`config.mk`:
```
export PLATFORM = sky130hd
export DESIGN_NAME = rsp_slave_port
export DESIGN_NICKNAME = d
export VERILOG_FILES = /design/src/rsp_pkg.sv /design/src/rsp_line_if.sv /design/src/rsp_slave_port.sv /design/src/rsp_line_sync.sv /design/src/rsp_addr_match.sv
export SDC_FILE = /design/constraint.sdc
export NUM_CORES = 1
export LEC_CHECK = 0
export BUFFER_PORTS_ARGS = -buffer_cell sky130_fd_sc_hd__buf_2
export CELL_PAD_IN_SITES_DETAIL_PLACEMENT = 1
export CELL_PAD_IN_SITES_GLOBAL_PLACEMENT = 1
export CORE_MARGIN = 3
export CORE_UTILIZATION = 38
export CTS_BUF_LIST = sky130_fd_sc_hd__clkbuf_16
export DETAILED_ROUTE_END_ITERATION = 6
export PLACE_DENSITY = 0.67
export SYNTH_ARGS = -nofsm -noshare
export SYNTH_HDL_FRONTEND = slang
export SYNTH_SLANG_ARGS = --single-unit
```
`constraint.sdc`:
```
create_clock -name clk -period 3.22 [get_ports clk]
set_clock_uncertainty 0.15 [all_clocks]
set_input_delay 0.644 -clock clk [delete_from_list [all_inputs] [get_ports clk]]
set_output_delay 0.644 -clock clk [all_outputs]
set_load 0.05 [all_outputs]
```
`src/rsp_pkg.sv`:
```
// Constants and types shared by the register slave port files.
// Assumes a single 50 MHz system clock drives every module.
package rsp_pkg;

  // ==========================================================
  // Clocking and input filter timing
  // ==========================================================
  localparam int CLK_MHZ       = 50;
  localparam int FILT_STD_NS   = 50;
  localparam int FILT_HS_NS    = 10;
  localparam int FILT_STD_CYC  = (FILT_STD_NS * CLK_MHZ + 999) / 1000;
  localparam int FILT_HS_RAW   = (FILT_HS_NS * CLK_MHZ + 999) / 1000;
  localparam int FILT_HS_CYC   = (FILT_HS_RAW < 1) ? 1 : FILT_HS_RAW;

  // ==========================================================
  // Framing and addressing
  // ==========================================================
  localparam logic [3:0] BYTE_BITS     = 4'h8;
  localparam logic [6:0] ADDR_MAIN_SET = 7'h48;
  localparam logic [6:0] ADDR_MAIN_CLR = 7'h40;
  localparam logic [6:0] ADDR_TEST     = 7'h49;
  localparam logic [4:0] HS_CODE_TOP   = 5'h01;
  localparam logic [7:0] PTR_RESET     = 8'h00;
  localparam logic [1:0] STRAP_WAIT    = 2'h3;

  // ==========================================================
  // Transfer sequencer states
  // ==========================================================
  typedef enum logic [3:0] {
    ST_IDLE,
    ST_ADDR,
    ST_ADDR_ACK,
    ST_PTR,
    ST_PTR_ACK,
    ST_WDATA,
    ST_WDATA_ACK,
    ST_RDATA,
    ST_RDATA_ACK
  } rsp_state_e;

endpackage : rsp_pkg

```
`src/rsp_line_if.sv`:
```
// Bus line events passed from the line conditioner to the sequencer.
// Assumes both ends run on the same system clock.
`timescale 1ns/100ps
interface rsp_line_if;
  logic sclRise;
  logic sclFall;
  logic startSeen;
  logic stopSeen;
  logic sdaBit;

  modport src (output sclRise, sclFall, startSeen, stopSeen, sdaBit);
  modport dst (input  sclRise, sclFall, startSeen, stopSeen, sdaBit);
endinterface : rsp_line_if

```
`src/rsp_slave_port.sv`:
```
// Two-wire slave port giving a host byte access to the register file.
// Assumes an external register file answers regRdData for regPtr in the
// same cycle and keeps its contents on its own, independent of this
// port's interface supply.
`timescale 1ns/100ps

module rsp_slave_port
  import rsp_pkg::*;
(
  // Clock and reset
  input  wire logic       clk,
  input  wire logic       rst_b,
  // Serial bus pins
  input  wire logic       sclPin,
  input  wire logic       sdaPin,
  output logic            sclOut,
  output logic            sclOe,
  output logic            sdaOut,
  output logic            sdaOe,
  // Options and supply monitors
  input  wire logic       addrSel,
  input  wire logic       testUnlock,
  input  wire logic       interfaceSupplyUndervoltageLevel,
  input  wire logic       systemSupplyUndervoltageLevel,
  // Register file side
  output logic [7:0]      regPtr,
  output logic [7:0]      regWrData,
  output logic            regWrEn,
  output logic            regRdEn,
  input  wire logic [7:0] regRdData,
  // Status
  output logic            hsFilter
);

  // ==========================================================
  // Reset release and option synchronisers
  // ==========================================================
  logic [1:0] rstSync_reg;
  logic       rstN;
  logic [3:0] optMeta_reg;
  logic [3:0] optSync_reg;
  logic [1:0] strapCnt_reg;
  logic       mainSel_reg;
  logic       supplyOff;

  always_ff @(posedge clk or negedge rst_b)
  begin
    if (!rst_b)
      rstSync_reg <= 2'h0;
    else
      rstSync_reg <= {rstSync_reg[0], 1'b1};
  end

  assign rstN = rstSync_reg[1];

  always_ff @(posedge clk or negedge rstN)
  begin
    if (!rstN)
    begin
      optMeta_reg <= 4'h0;
      optSync_reg <= 4'h0;
    end
    else
    begin
      optMeta_reg <= {systemSupplyUndervoltageLevel,
                      interfaceSupplyUndervoltageLevel,
                      testUnlock, addrSel};
      optSync_reg <= optMeta_reg;
    end
  end

  // The address option is a strap: followed until the synchroniser has
  // filled with the pin level, then frozen until the next reset
  always_ff @(posedge clk or negedge rstN)
  begin
    if (!rstN)
    begin
      strapCnt_reg <= 2'h0;
      mainSel_reg  <= 1'b0;
    end
    else if (strapCnt_reg != STRAP_WAIT)
    begin
      strapCnt_reg <= strapCnt_reg + 2'h1;
      mainSel_reg  <= optSync_reg[0];
    end
  end

  assign supplyOff = optSync_reg[2] & optSync_reg[3];

  // ==========================================================
  // Line conditioning and address decode
  // ==========================================================
  rsp_line_if lineEv ();

  logic       hs_reg;
  logic [7:0] rxByte_reg;
  logic       addrHit;
  logic       hsCode;

  rsp_line_sync uLineSync (
    .clk      (clk),
    .rstN     (rstN),
    .sclPin   (sclPin),
    .sdaPin   (sdaPin),
    .hsFilter (hs_reg),
    .lineEv   (lineEv.src)
  );

  rsp_addr_match uAddrMatch (
    .addrByte (rxByte_reg),
    .mainSel  (mainSel_reg),
    .testOpen (optSync_reg[1]),
    .addrHit  (addrHit),
    .hsCode   (hsCode)
  );

  // ==========================================================
  // Transfer sequencer
  // ==========================================================
  rsp_state_e state_reg;
  logic [3:0] bitCnt_reg;
  logic       rw_reg;
  logic       masterAck_reg;
  logic [7:0] txByte_reg;
  logic       sdaDrive_reg;
  logic [7:0] ptr_reg;
  logic       byteDone;
  logic       rise;
  logic       fall;
  logic       loadTx;

  assign rise     = lineEv.sclRise;
  assign fall     = lineEv.sclFall;
  assign byteDone = (bitCnt_reg == BYTE_BITS);

  // A start or stop wins over any clock event in the same cycle
  always_ff @(posedge clk or negedge rstN)
  begin
    if (!rstN)
    begin
      state_reg     <= ST_IDLE;
      bitCnt_reg    <= 4'h0;
      rxByte_reg    <= 8'h00;
      rw_reg        <= 1'b0;
      masterAck_reg <= 1'b0;
    end
    else if (lineEv.stopSeen)
    begin
      state_reg  <= ST_IDLE;
      bitCnt_reg <= 4'h0;
    end
    else if (lineEv.startSeen)
    begin
      state_reg  <= ST_ADDR;
      bitCnt_reg <= 4'h0;
    end
    else
    begin
      case (state_reg)
        ST_ADDR, ST_PTR, ST_WDATA:
        begin
          if (rise && !byteDone)
          begin
            rxByte_reg <= {rxByte_reg[6:0], lineEv.sdaBit};
            bitCnt_reg <= bitCnt_reg + 4'h1;
          end
          else if (fall && byteDone)
          begin
            bitCnt_reg <= 4'h0;
            if (state_reg == ST_ADDR)
            begin
              rw_reg    <= rxByte_reg[0];
              state_reg <= addrHit ? ST_ADDR_ACK : ST_IDLE;
            end
            else if (state_reg == ST_PTR)
              state_reg <= ST_PTR_ACK;
            else
              state_reg <= ST_WDATA_ACK;
          end
        end
        ST_ADDR_ACK:
        begin
          if (fall)
            state_reg <= rw_reg ? ST_RDATA : ST_PTR;
        end
        ST_PTR_ACK, ST_WDATA_ACK:
        begin
          if (fall)
            state_reg <= ST_WDATA;
        end
        ST_RDATA:
        begin
          if (rise && !byteDone)
            bitCnt_reg <= bitCnt_reg + 4'h1;
          else if (fall && byteDone)
          begin
            bitCnt_reg <= 4'h0;
            state_reg  <= ST_RDATA_ACK;
          end
        end
        ST_RDATA_ACK:
        begin
          if (rise)
            masterAck_reg <= ~lineEv.sdaBit;
          else if (fall)
            state_reg <= masterAck_reg ? ST_RDATA : ST_IDLE;
        end
        default:
        begin
          bitCnt_reg <= 4'h0;  // Idle ignores the clock line
        end
      endcase
    end
  end

  // ==========================================================
  // Transmit byte: fetched at the fall ending an acknowledge
  // ==========================================================
  assign loadTx = fall && !lineEv.stopSeen && !lineEv.startSeen
                  && (((state_reg == ST_ADDR_ACK) && rw_reg)
                      || ((state_reg == ST_RDATA_ACK) && masterAck_reg));
  assign regRdEn = loadTx;

  always_ff @(posedge clk or negedge rstN)
  begin
    if (!rstN)
      txByte_reg <= 8'h00;
    else if (loadTx)
      txByte_reg <= regRdData;
    else if (fall && (state_reg == ST_RDATA) && !byteDone)
      txByte_reg <= {txByte_reg[6:0], 1'b0};
  end

  // ==========================================================
  // Data line drive: changed on a clock fall, or cleared at a start or stop
  // ==========================================================
  always_ff @(posedge clk or negedge rstN)
  begin
    if (!rstN)
      sdaDrive_reg <= 1'b0;
    else if (lineEv.stopSeen || lineEv.startSeen)
      sdaDrive_reg <= 1'b0;
    else if (fall)
    begin
      case (state_reg)
        ST_ADDR:
          sdaDrive_reg <= byteDone & addrHit;
        ST_PTR, ST_WDATA:
          sdaDrive_reg <= byteDone;
        ST_ADDR_ACK:
          sdaDrive_reg <= rw_reg & ~regRdData[7];
        ST_RDATA:
          sdaDrive_reg <= ~byteDone & ~txByte_reg[6];
        ST_RDATA_ACK:
          sdaDrive_reg <= masterAck_reg & ~regRdData[7];
        default:
          sdaDrive_reg <= 1'b0;
      endcase
    end
  end

  // Open drain: the data line is only ever pulled low
  assign sdaOut = 1'b0;
  assign sdaOe  = sdaDrive_reg & ~supplyOff;
  // Timing comes only from the master's clock, which is never held
  assign sclOut = 1'b0;
  assign sclOe  = 1'b0;

  // ==========================================================
  // Register pointer: not touched by stop, reset only by rst_b
  // ==========================================================
  always_ff @(posedge clk or negedge rstN)
  begin
    if (!rstN)
      ptr_reg <= PTR_RESET;
    else if (fall && (state_reg == ST_PTR) && byteDone
             && !lineEv.startSeen && !lineEv.stopSeen)
      ptr_reg <= rxByte_reg;
    else if (fall && (state_reg == ST_WDATA_ACK))
      ptr_reg <= ptr_reg + 8'h01;
    else if (rise && (state_reg == ST_RDATA_ACK))
      ptr_reg <= ptr_reg + 8'h01;
  end

  assign regPtr = ptr_reg;

  // ==========================================================
  // Write strobe: data lands at the acknowledge clock rise
  // ==========================================================
  always_ff @(posedge clk or negedge rstN)
  begin
    if (!rstN)
    begin
      regWrEn   <= 1'b0;
      regWrData <= 8'h00;
    end
    else
    begin
      regWrEn <= rise && (state_reg == ST_WDATA_ACK)
                 && !lineEv.stopSeen;
      if (rise && (state_reg == ST_WDATA_ACK))
        regWrData <= rxByte_reg;
    end
  end

  // ==========================================================
  // Input filter setting
  // ==========================================================
  always_ff @(posedge clk or negedge rstN)
  begin
    if (!rstN)
      hs_reg <= 1'b0;
    else if (lineEv.stopSeen)
      hs_reg <= 1'b0;
    else if (fall && (state_reg == ST_ADDR) && byteDone && hsCode)
      hs_reg <= 1'b1;
  end

  assign hsFilter = hs_reg;

endmodule : rsp_slave_port

```
`src/rsp_line_sync.sv`:
```
// Synchronises, filters and edge-detects the serial clock and data pins.
// Assumes pins are asynchronous to clk; rstN is already synchronised.
`timescale 1ns/100ps
module rsp_line_sync
  import rsp_pkg::*;
(
  // Clock and reset
  input  wire logic clk,
  input  wire logic rstN,
  // Pins and filter choice
  input  wire logic sclPin,
  input  wire logic sdaPin,
  input  wire logic hsFilter,
  // Events out
  rsp_line_if.src   lineEv
);

  logic [1:0] meta_reg;
  logic [1:0] sync_reg;
  logic [1:0] filt_reg;
  logic [1:0] prev_reg;
  logic [2:0] limit;

  // Fast mode plus spikes need a longer hold than high-speed ones
  assign limit = hsFilter ? 3'(FILT_HS_CYC) : 3'(FILT_STD_CYC);

  // ==========================================================
  // Two-stage synchroniser and stability filter per line
  // ==========================================================
  genvar g;
  generate
    for (g = 0; g < 2; g++)
    begin : gLine
      logic [2:0] cnt_reg;
      always_ff @(posedge clk or negedge rstN)
      begin
        if (!rstN)
        begin
          meta_reg[g] <= 1'b1;
          sync_reg[g] <= 1'b1;
          filt_reg[g] <= 1'b1;
          prev_reg[g] <= 1'b1;
          cnt_reg     <= 3'h0;
        end
        else
        begin
          meta_reg[g] <= g ? sdaPin : sclPin;
          sync_reg[g] <= meta_reg[g];
          prev_reg[g] <= filt_reg[g];
          if (sync_reg[g] == filt_reg[g])
            cnt_reg <= 3'h0;
          else if (cnt_reg + 3'h1 >= limit)
          begin
            filt_reg[g] <= sync_reg[g];
            cnt_reg     <= 3'h0;
          end
          else
            cnt_reg <= cnt_reg + 3'h1;
        end
      end
    end
  endgenerate

  // Index 0 is the clock line, index 1 the data line
  assign lineEv.sclRise   = filt_reg[0] & ~prev_reg[0];
  assign lineEv.sclFall   = ~filt_reg[0] & prev_reg[0];
  assign lineEv.startSeen = filt_reg[0] & prev_reg[0]
                            & prev_reg[1] & ~filt_reg[1];
  assign lineEv.stopSeen  = filt_reg[0] & prev_reg[0]
                            & ~prev_reg[1] & filt_reg[1];
  assign lineEv.sdaBit    = filt_reg[1];

endmodule : rsp_line_sync

```
`src/rsp_addr_match.sv`:
```
// Decodes the first byte after a start: own address or high-speed code.
// Assumes the byte and the option levels are stable when sampled.
`timescale 1ns/100ps
module rsp_addr_match
  import rsp_pkg::*;
(
  // Received byte and options
  input  wire logic [7:0] addrByte,
  input  wire logic       mainSel,
  input  wire logic       testOpen,
  // Decode results
  output logic            addrHit,
  output logic            hsCode
);

  function automatic logic isAddr(input logic [7:0] b,
                                  input logic [6:0] a);
    isAddr = (b[7:1] == a);
  endfunction : isAddr

  // General call and every other address fall through to no hit
  assign addrHit = isAddr(addrByte, mainSel ? ADDR_MAIN_SET : ADDR_MAIN_CLR)
                   | (testOpen & isAddr(addrByte, ADDR_TEST));
  assign hsCode  = (addrByte[7:3] == HS_CODE_TOP);

endmodule : rsp_addr_match

```
# ---- Word-level counts from Yosys, hierarchy flattened
# Cells that the tools add are included.
dict set report word_totals {
  regBits 71
  latchBits 0
  ram_bits 0
  mem_bits_ro 0
  in_bits 16
  output_inout_bits 23
  word_cells 165
  n_memories 0
}
dict set report classes {
  addsub 5
  mul 0
  n_div 0
  order_cmp 2
  n_eq_ne 25
  shift 0
  n_mux 37
  bitwise 28
  reduce_logical 42
}
# op n
set op_table {}
lappend op_table {{$mux 4} 15}
lappend op_table {{$ne 4x4->1 const B} 8}
lappend op_table {{$mux 8} 3}
lappend op_table {{$mux 3} 7}
lappend op_table {{$logic_and 1x1->1} 20}
lappend op_table {{$pmux 4 s5} 1}
lappend op_table {{$eq 4x3->1 const B} 4}
lappend op_table {{$and 1x1->1} 14}
lappend op_table {{$mux 7} 2}
lappend op_table {{$not 1->1} 13}
lappend op_table {{$reduce_and 9->1} 1}
lappend op_table {{$add 8x1->8 const B} 1}
lappend op_table {{$eq 4x2->1 const B} 2}
lappend op_table {{$eq 4x4->1 const B} 2}
lappend op_table {{$pmux 4 s2} 1}
lappend op_table {{$reduce_and 4->1} 2}
lappend op_table {{$reduce_or 4->1} 2}
lappend op_table {{$eq 7x7->1} 1}
lappend op_table {{$eq 7x7->1 const B} 1}
lappend op_table {{$reduce_bool 7->1} 1}
lappend op_table {{$add 3x1->3 const B} 2}
lappend op_table {{$ge 3x3->1} 2}
lappend op_table {{$mux 2} 3}
lappend op_table {{$reduce_and 2->1} 3}
lappend op_table {{other kinds (18)} 28}

# ---- Longest topological paths before layout
# Gate-level depths: netlist of the first run.
dict set report depth {
  word_depth 10
  depth_mapped 9
  mapped_depth_nobuf 7
}

# ---- Modules after synthesis
# Synthesis of the first run repeated with hierarchy kept, for this count alone.
dict set report unflattened {
  cells_unflattened 272
  hier_area_um2 3355.7
}
# module instances cells_each area_per_inst_um2 seq_area_each_um2
set by_module_without_submodules {}
lappend by_module_without_submodules {rsp_slave_port 1 225 2733.9 1426.4}
lappend by_module_without_submodules {rsp_line_sync 1 40 578.1 360.3}
lappend by_module_without_submodules {rsp_addr_match 1 7 43.8 0.0}

# ---- Worst setup path before layout of the first run
# Ideal clock, no wire load.
dict set report synth_timing {
  path_kind {reg-to-output}
  start {reg state_reg[1]}
  end {out regRdEn}
  arrival_ns 1.733
  t_required_ns 2.426
  setup_slack_ns 0.693
  stages_incl_launch_ff 4
  n_path_buf 1
  cell_sequence {dfrtp_1 -> clkbuf_1 -> nand3b_1 -> a2111oi_4}
}
dict set report synth_between {
  elab_chain_len 4
  word_cells_on_any_way 6
  classes_between {eq/ne (2); reduce/logical (4)}
}
# item line
set synth_lines {}
lappend synth_lines {{start, declared} rsp_slave_port.sv:120} ;# rsp_state_e state_reg;
lappend synth_lines {{start signal, assigned} rsp_slave_port.sv:173} ;# state_reg <= addrHit ? ST_ADDR_ACK : ST_IDLE;
lappend synth_lines {{start signal, assigned} rsp_slave_port.sv:184} ;# state_reg <= rw_reg ? ST_RDATA : ST_PTR;
lappend synth_lines {{start signal, assigned} rsp_slave_port.sv:206} ;# state_reg <= masterAck_reg ? ST_RDATA : ST_IDLE;
lappend synth_lines {{$eq 4x2->1 / $eq 4x4->1 (equally long branches)} {rsp_slave_port.sv:220, rsp_slave_port.sv:221}}
lappend synth_lines {{$logic_and 1x1->1, on equally long branches} {rsp_slave_port.sv:220, rsp_slave_port.sv:221}}
lappend synth_lines {{$logic_or 1x1->1 (*)} rsp_slave_port.sv:221} ;# || ((state_reg == ST_RDATA_ACK) && masterAck_reg));
lappend synth_lines {{$logic_and 1x1->1 (*)} rsp_slave_port.sv:220} ;# && (((state_reg == ST_ADDR_ACK) && rw_reg)
lappend synth_lines {{end, declared} rsp_slave_port.sv:29} ;# output logic regRdEn,
# Every way passes the cells marked *; elsewhere a longest branch is shown, timed or not.

# ---- Worst setup path after layout of the first run
dict set report layout_timing {
  start {reg uLineSync.prev_reg[0]}
  end {out regRdEn}
}
dict set report layout_between {
  elab_chain_len 7
  word_cells_on_any_way 11
  classes_between {bitwise (6); reduce/logical (5)}
}
# item line
set layout_lines {}
lappend layout_lines {{start, declared} rsp_line_sync.sv:21} ;# logic [1:0] prev_reg;
lappend layout_lines {{start signal, assigned by index} rsp_line_sync.sv:49} ;# prev_reg[g] <= filt_reg[g];
lappend layout_lines {{$and 1x1->1} {rsp_line_sync.sv:67, rsp_line_sync.sv:69}}
lappend layout_lines {{$and 1x1->1 (2 in a row)} rsp_line_sync.sv:70} ;# & ~prev_reg[1] & filt_reg[1];
lappend layout_lines {{$logic_not 1->1} rsp_slave_port.sv:219} ;# assign loadTx = fall && !lineEv.stopSeen && !lineEv.startSeen
lappend layout_lines {{$logic_and 1x1->1} rsp_slave_port.sv:219}
lappend layout_lines {{$logic_and 1x1->1 (*)} rsp_slave_port.sv:219}
lappend layout_lines {{$logic_and 1x1->1 (*)} rsp_slave_port.sv:220}
# Marks and branches as above.

==> run summary, run 1 <==
========================================================================================================
Status .................................................................................... finished clean
Logic gate share of total power ...........................................................        32.6%
Tightest Pin Transition ...................................................................     598.8 ps
Remaining design rule violation count .....................................................            0
Bufs and invs on worst path ...............................................................            1
Fin Setup TNS .............................................................................         0 ps
Post-cts sizing count .....................................................................            0
Width of the chip .........................................................................     99.55 um
GRT Total Usage ...........................................................................       16.04%
Number of distinct library cells after synthesis ..........................................           58
Crit path capture type .................................................................... primary output
Detailed placement HPWL ...................................................................     5.271 mm
Sequential share of the synthesized area ..................................................       53.72%
Cell with the biggest individual delay on the critical path ............................... sky130_fd_sc_hd__dfstp_2
Overall die area .......................................................................... 0.009910 mm2
IO Port Bufs ..............................................................................           35
Number of buffers added by the clock tree synthesis step ..................................            9
Share of the synthesized area in the top cell type ........................................       47.40%
Post-Syn Area ............................................................................. 0.003326 mm2
Final setup violating endpoints ...........................................................            0
Gp weighted congestion ....................................................................       0.8615
Detailed Route Iter0 Violations ...........................................................          129
Peak supply drop ..........................................................................     293.1 uV
Power dissipated by switching net loads ...................................................     1.282 mW
YS warnings ...............................................................................            0
Top cell types by occurrence after synthesis .............................................. 63 x sky130_fd_sc_hd__dfrtp_1, 26 x sky130_fd_sc_hd__nand2_1, 22 x sky130_fd_sc_hd__mux2_2
Worst Setup Slack, final ..................................................................     448.3 ps
Crit path time final ......................................................................      2772 ps
Share of total power consumed by net switching ............................................       37.54%
Setup repair after global routing missed its margin .......................................        false
MaxCap Viol Count .........................................................................            0
Synth async-reset ratio ...................................................................       100.0%
Insertion delay of the later-clocked pin in the worst-skew pair ...........................       330 ps
Headroom to the max-slew limit ............................................................       60.08%
Power per standard cell area .............................................................. 868.6 mW/mm2
Post-DRT Antenna Nets .....................................................................            0
Static power due to leakage ...............................................................     1.865 nW
Setup CP Type ............................................................................. flop to primary output
Required time of the worst setup path .....................................................      2430 ps
Syn Area/Cell .............................................................................    11.55 um2
Final number of hold-violating endpoints ..................................................            0
Antenna violations before repair ..........................................................            0
Routed vias/inst ..........................................................................        5.316
Overall power consumption .................................................................     3.416 mW
Cell accounting for the most synthesized area ............................................. sky130_fd_sc_hd__dfrtp_1
EDFF count, synth .........................................................................            0
Vias in the first global route ............................................................        2,558
Worst setup slack before clock tree synthesis .............................................     781.3 ps
Flip-flop and latch count after synthesis .................................................           71
Crit path largest cell delay ..............................................................       620 ps
List of cells traversed by the critical path .............................................. nand2b_1, a2111oi_4, buf_2
P_int .....................................................................................     2.133 mW
Part of the total power dissipated in the clock network ...................................        28.9%
Most numerous cell in the Yosys netlist ................................................... sky130_fd_sc_hd__dfrtp_1
Largest cells by area after synthesis ..................................................... sky130_fd_sc_hd__dfrtp_1 47%, sky130_fd_sc_hd__mux2_2 7.4%, sky130_fd_sc_hd__dfstp_2 6.3%
Starting utilization of the core area .....................................................       39.87%
Post-CTS clock slew at the launch and capture registers of the worst setup and hold paths .        60 ps
Total vias in the final route .............................................................        2,355
Clock tree from TritonCTS .................................................................        built
Clock tree root buffer cell ............................................................... sky130_fd_sc_hd__clkbuf_16
Most used DFF post-synth .................................................................. sky130_fd_sc_hd__dfrtp_1
Maximum count of clock buffers along a single path ........................................            2
N_diodes ..................................................................................            0
Y dimension of the die ....................................................................     99.55 um
IO Pins ...................................................................................           39
Core Box Area ............................................................................. 0.008341 mm2
Number of nets in the finished design .....................................................          357
Number of H-tree levels ...................................................................            3
Sink count of the clock tree ..............................................................           71
Type of the tightest min-delay check ...................................................... flop to async pin
Kind of start point of the critical path ..................................................         flop
Area of placed instances .................................................................. 0.003626 mm2
Wirelength per Cell .......................................................................     16.44 um
First-pass GRT wire length ................................................................     12.57 mm
Number of pins with negative max-slew slack in the final report ...........................            0
Top delay family on crit path .............................................................   flip-flops
Share of cells above drive strength 1 .....................................................       32.25%
Final instance area ....................................................................... 0.003933 mm2
Number of standard-cell rows in the floorplan .............................................           33
Final routed wirelength across all metal layers ...........................................     7.284 mm
Drt pass-1 iters ..........................................................................            4
Area grow syn2layout ......................................................................       18.25%
Maximum number of pins on one net before global-route repair ..............................           32
Final worst path period share .............................................................       86.08%
Data arrival time at the worst-slack endpoint .............................................      1980 ps
Crit-path max FO ..........................................................................            9
Seq pwr share .............................................................................        38.5%
Max frequency .............................................................................    360.8 MHz
Leftover overflow at the end of global routing ............................................            0
Number of instances in the synthesized netlist ............................................          288
========================================================================================================
[power groups by stage]
stage	combinational [mW]	clock (mW)	sequential (mW)
after floorplan	0.758	0	1.38
after global placement	1.08	0	1.32
after detailed placement	1.11	0	1.33
after CTS	1.12	1.01	1.31
after global routing	1.22	1.05	1.35
final	1.11	0.987	1.31
[metrics by stage]
| stage | util (%) | std cells | hold WS [ps] |
|---|---|---|---|
| 2_1_floorplan | - | 292 | 181.2 |
| 3_3_place_gp | 43.47 | 426 | 17.34 |
| 3_5_place_dp | 43.47 | 426 | 23.11 |
| 4_1_cts | 47.15 | 443 | 27.59 |
| 5_1_grt | 47.15 | 443 | 49.20 |
| 6_report | 47.15 | 443 | 16.67 |
[cell type report]
type / instances / area, um2
inverters: 8 / 30.03
clock inverters: 7 / 71.32
flip-flops and latches: 71 / 1788
well taps: 105 / 131.4
multi-input cells: 199 / 1441
clock buffers: 9 / 225.2
repair buffers: 44 / 245.2
fillers: 909 / 4408
[cell families (layout without fill, tap and decap cells)]
logic type | after synthesis | count (layout) | synth area share (%)
AOI/OAI and AO/OA | 51 | 51 | 12.19
xor gates and xnor gates | 7 | 7 | 1.844
adders and majority gates | 8 | 8 | 3.010
buffers and inverters | 22 | 68 | 3.386
DFF | 71 | 71 | 53.72
muxes | 27 | 27 | 9.406
other | 2 | 6 | 0.2258
and+or+nand+nor | 100 | 100 | 16.22
[timing repair]
| action | in CTS | in global routing |
|---|---|---|
| hold endpoints to repair | 2 | 0 |
| hold buffers | 1 | 0 |
| endpoints found under the setup margin | 0 | 0 |
| buffers inserted | 0 | 0 |
[cells in the final DEF, fill, tap and decap left out, types with 2 or more instances in the layout]
cell type	instances
sky130_fd_sc_hd__a31oi_1	5
sky130_fd_sc_hd__and3b_1	2
sky130_fd_sc_hd__ha_1	8
sky130_fd_sc_hd__a41oi_1	2
sky130_fd_sc_hd__a211oi_1	5
sky130_fd_sc_hd__clkbuf_16	9
sky130_fd_sc_hd__nand2_1	26
sky130_fd_sc_hd__or4b_4	2
sky130_fd_sc_hd__or2_2	5
sky130_fd_sc_hd__mux2_2	22
sky130_fd_sc_hd__xor2_1	5
sky130_fd_sc_hd__a221o_1	2
sky130_fd_sc_hd__and3_1	4
sky130_fd_sc_hd__nand2b_1	3
sky130_fd_sc_hd__o22ai_1	2
sky130_fd_sc_hd__a21oi_1	8
sky130_fd_sc_hd__nor2_1	21
sky130_fd_sc_hd__o21ai_0	5
sky130_fd_sc_hd__buf_2	35
sky130_fd_sc_hd__nor3_1	9
sky130_fd_sc_hd__buf_4	8
sky130_fd_sc_hd__nor3_2	3
sky130_fd_sc_hd__clkinvlp_4	2
sky130_fd_sc_hd__inv_6	2
sky130_fd_sc_hd__mux2i_1	2
sky130_fd_sc_hd__conb_1	6
sky130_fd_sc_hd__dfstp_2	8
sky130_fd_sc_hd__nand3b_1	3
sky130_fd_sc_hd__dfrtp_1	62
sky130_fd_sc_hd__mux2_4	3
sky130_fd_sc_hd__nor2b_1	6
sky130_fd_sc_hd__nand3_1	7
sky130_fd_sc_hd__a311oi_1	2
sky130_fd_sc_hd__inv_1	9
sky130_fd_sc_hd__xnor2_1	2
sky130_fd_sc_hd__a22oi_1	6
[path summary, 6_finish.rpt]
check | to | slack [ps] | from | cells after the start
setup / recovery | regRdEn | 450 | uLineSync.prev_reg[0] | 3
hold / removal | strapCnt_reg[1] | 20 | rstSync_reg[1] | 0
setup reg to reg | state_reg[3] | 730 | bitCnt_reg[0] | 7
hold reg to reg | strapCnt_reg[1] | 20 | rstSync_reg[1] | 0
max in group asynchronous | uLineSync.prev_reg[0] | 2160 | rstSync_reg[1] | 1
min in group clk | optSync_reg[1] | 200 | optMeta_reg[1] | 0
[layer usage]
layer	up-vias	share of wire, %	track usage (%)
met5	-	0	0
met2	39	46	24.79
met4	0	0.99	4.202
met3	6	3.9	3.857
li1	1116	-	-
met1	1194	49	22.68
Note: power is estimated with default switching activity, not from simulation.
==> run 2: changes to the inputs <==
--- a/config.mk
+++ b/config.mk
@@ -12,6 +12,8 @@
 export CORE_UTILIZATION = 38
 export CTS_BUF_LIST = sky130_fd_sc_hd__clkbuf_16
 export DETAILED_ROUTE_END_ITERATION = 6
+export GPL_TIMING_DRIVEN = 0
+export MAX_ROUTING_LAYER = met4
 export PLACE_DENSITY = 0.67
 export SYNTH_ARGS = -nofsm -noshare
 export SYNTH_HDL_FRONTEND = slang
==> run summary, run 2 (same netlist as run 1, synthesis figures left out) <==
========================================================================================================
Status .................................................................................... finished clean   unchanged
Worst r2r src ............................................................................. uLineSync.filt_reg[0]   was bitCnt_reg[0]
Worst Hold Endpoint ....................................................................... optSync_reg[1]
Placed insts ..............................................................................          432   was 426
Static power due to leakage ...............................................................     1.874 nW   was 1.865 nW
Core Box Area ............................................................................. 0.008341 mm2   unchanged
Worst setup slack before clock tree synthesis .............................................     516.3 ps   was 781.3 ps
Overall die area .......................................................................... 0.009910 mm2   unchanged
Register-to-Register Path Depth ...........................................................            6   was 7
Clock tree from TritonCTS .................................................................        built   unchanged
Headroom to the max-slew limit ............................................................       41.01%   was 60.08%
Number of nets in the finished design .....................................................          364   was 357
Worst Setup Slack, final ..................................................................     365.9 ps   was 448.3 ps
Minimum hold slack ........................................................................     203.4 ps   was 16.67 ps
Number of buffers added by the clock tree synthesis step ..................................            9   unchanged
Fin Setup TNS .............................................................................         0 ps   unchanged
Peak supply drop ..........................................................................     301.0 uV   was 293.1 uV
Most common cell after layout, fill and taps aside ........................................ sky130_fd_sc_hd__dfrtp_1   unchanged
Area of placed instances .................................................................. 0.003651 mm2   was 0.003626 mm2
Maximum count of clock buffers along a single path ........................................            2   unchanged
Top delay family on crit path ............................................................. buffers and inverters   was flip-flops
Final number of hold-violating endpoints ..................................................            0   unchanged
Insertion delay of the later-clocked pin in the worst-skew pair ...........................       330 ps   about the same
Gp weighted congestion ....................................................................       0.8306   was 0.8615
Bufs and invs on worst path ...............................................................            2   was 1
Setup CP Type ............................................................................. flop to primary output   unchanged
Detailed placement HPWL ...................................................................     5.081 mm   was 5.271 mm
Post-cts sizing count .....................................................................            0   unchanged
Hold path depth ...........................................................................            0
Post-CTS clock slew at the launch and capture registers of the worst setup and hold paths .        60 ps   about the same
Origin of the worst min-delay path ........................................................ optMeta_reg[1]
Number of standard-cell rows in the floorplan .............................................           33   unchanged
Type of the tightest min-delay check ...................................................... flop to flop   was flop to async pin
List of cells traversed by the critical path .............................................. clkbuf_1, nand3b_1, a2111oi_4, buf_2   was nand2b_1, a2111oi_4, buf_2
Commonest cells after routing, fill and taps aside ........................................ 62 x sky130_fd_sc_hd__dfrtp_1, 38 x sky130_fd_sc_hd__buf_2, 26 x sky130_fd_sc_hd__nand2_1, 22 x sky130_fd_sc_hd__mux2_2, 21 x sky130_fd_sc_hd__nor2_1   was 62 x sky130_fd_sc_hd__dfrtp_1, 35 x sky130_fd_sc_hd__buf_2, 26 x sky130_fd_sc_hd__nand2_1, 22 x sky130_fd_sc_hd__mux2_2, 21 x sky130_fd_sc_hd__nor2_1
Wire length on met3 .......................................................................       283 um   was 285 um
Number of H-tree levels ...................................................................            3   unchanged
Routed length on met2 .....................................................................     3.417 mm   was 3.375 mm
Remaining design rule violation count .....................................................            0   unchanged
Clock tree root buffer cell ............................................................... sky130_fd_sc_hd__clkbuf_16   unchanged
Tightest Pin Transition ...................................................................     884.8 ps   was 598.8 ps
Required time of the worst setup path .....................................................      2430 ps   about the same
First-pass GRT wire length ................................................................     12.79 mm   was 12.57 mm
Antenna violations before repair ..........................................................            0   unchanged
Cell with the biggest individual delay on the critical path ............................... sky130_fd_sc_hd__a2111oi_4   was sky130_fd_sc_hd__dfstp_2
Y dimension of the die ....................................................................     99.55 um   unchanged
Routed vias/inst ..........................................................................        5.373   was 5.316
Crit-path max FO ..........................................................................           10   was 9
Register-to-Register Setup Slack ..........................................................       640 ps   was 730 ps
Width of the chip .........................................................................     99.55 um   unchanged
Final instance area ....................................................................... 0.003965 mm2   was 0.003933 mm2
MaxCap Viol Count .........................................................................            0   unchanged
Wirelength per Cell .......................................................................     16.28 um   was 16.44 um
Final setup violating endpoints ...........................................................            0   unchanged
Detailed Route Iter0 Violations ...........................................................          138   was 129
Final routed wirelength across all metal layers ...........................................     7.328 mm   was 7.284 mm
Setup repair after global routing missed its margin .......................................        false   unchanged
Overall power consumption .................................................................     3.424 mW   was 3.416 mW
Drt pass-1 iters ..........................................................................            4   unchanged
Crit path largest cell delay ..............................................................       470 ps   was 620 ps
N_diodes ..................................................................................            0   unchanged
IO Pins ...................................................................................           39   unchanged
Kind of start point of the critical path ..................................................         flop   unchanged
Maximum number of pins on one net before global-route repair ..............................           70   was 32
Uppermost signal routing layer after detailed routing .....................................         met4   unchanged
End-of-flow core utilization ..............................................................       47.54%   was 47.15%
Area grow syn2layout ......................................................................       19.22%   was 18.25%
Routed met1 length ........................................................................     3.512 mm   was 3.552 mm
Max frequency .............................................................................    350.4 MHz   was 360.8 MHz
Share of cells above drive strength 1 .....................................................       31.88%   was 32.25%
Final worst path period share .............................................................       88.64%   was 86.08%
Number of pins with negative max-slew slack in the final report ...........................            0   unchanged
R2R Path End ..............................................................................    regPtr[0]   was state_reg[3]
Sink count of the clock tree ..............................................................           71   unchanged
Power per standard cell area .............................................................. 863.5 mW/mm2   was 868.6 mW/mm2
Data arrival time at the worst-slack endpoint .............................................      2060 ps   was 1980 ps
Crit path capture type .................................................................... primary output   unchanged
Final non-filler cell total ...............................................................          450   was 443
Leftover overflow at the end of global routing ............................................            0   unchanged
Vias in the first global route ............................................................        2,539   was 2,558
Post-DRT Antenna Nets .....................................................................            0   unchanged
Crit path time final ......................................................................      2854 ps   was 2772 ps
IO Port Bufs ..............................................................................           35   unchanged
Total vias in the final route .............................................................        2,418   was 2,355
GRT Total Usage ...........................................................................       16.69%   was 16.04%
Starting utilization of the core area .....................................................       39.87%   unchanged
========================================================================================================
[run 2: cell types whose count changed in the layout (fill, tap and decap cells not counted), moves of 2 or more]
cell,change
sky130_fd_sc_hd__clkbuf_1,+6
sky130_fd_sc_hd__buf_6,+2
sky130_fd_sc_hd__buf_2,+3
sky130_fd_sc_hd__buf_4,-4
[run 2: area by class of cell]
class                      count  area [um2]
sequential                    71        1790
clock inverter                 7       71.32
buffer                        14       82.58
inverter                       8       30.03
tap                          105       131.4
fill                         939        4375
timing repair buffer          37       192.7
multi-input combinational    199        1441
clock buffer                   9       225.2
[run 2: timing repair]
item,CTS,global route
endpoints found under the hold margin,2,0
hold buffers,1,0
setup endpoints to repair,0,1
buffers inserted,0,1
[run 2: worst max path at each step]
stage	end	slack, ps	startpoint	cells past startpoint
2_1_floorplan	regRdEn	690	state_reg[1]	3
3_5_place_dp	regRdEn	520	state_reg[1]	4
5_1_grt	regRdEn	170	state_reg[1]	4
4_1_cts	regRdEn	140	state_reg[1]	4
6_report	regRdEn	370	state_reg[1]	4
3_3_place_gp	state_reg[1]	120	rstSync_reg[1]	0
[run 2: metal layers]
metal | global-route usage, % | vias up
met1 | 21.91 | 1216
met5 | - | -
met4 | 5.357 | 0
met3 | 4.067 | 13
met2 | 25.52 | 46
li1 | - | 1143
[run 2: power breakdown]
group / internal [mW] / switching [mW] / leakage, nW
registers: 1.08 / 0.191 / 0.895
logic: 0.457 / 0.704 / 0.840
clock network: 0.599 / 0.396 / 0.139
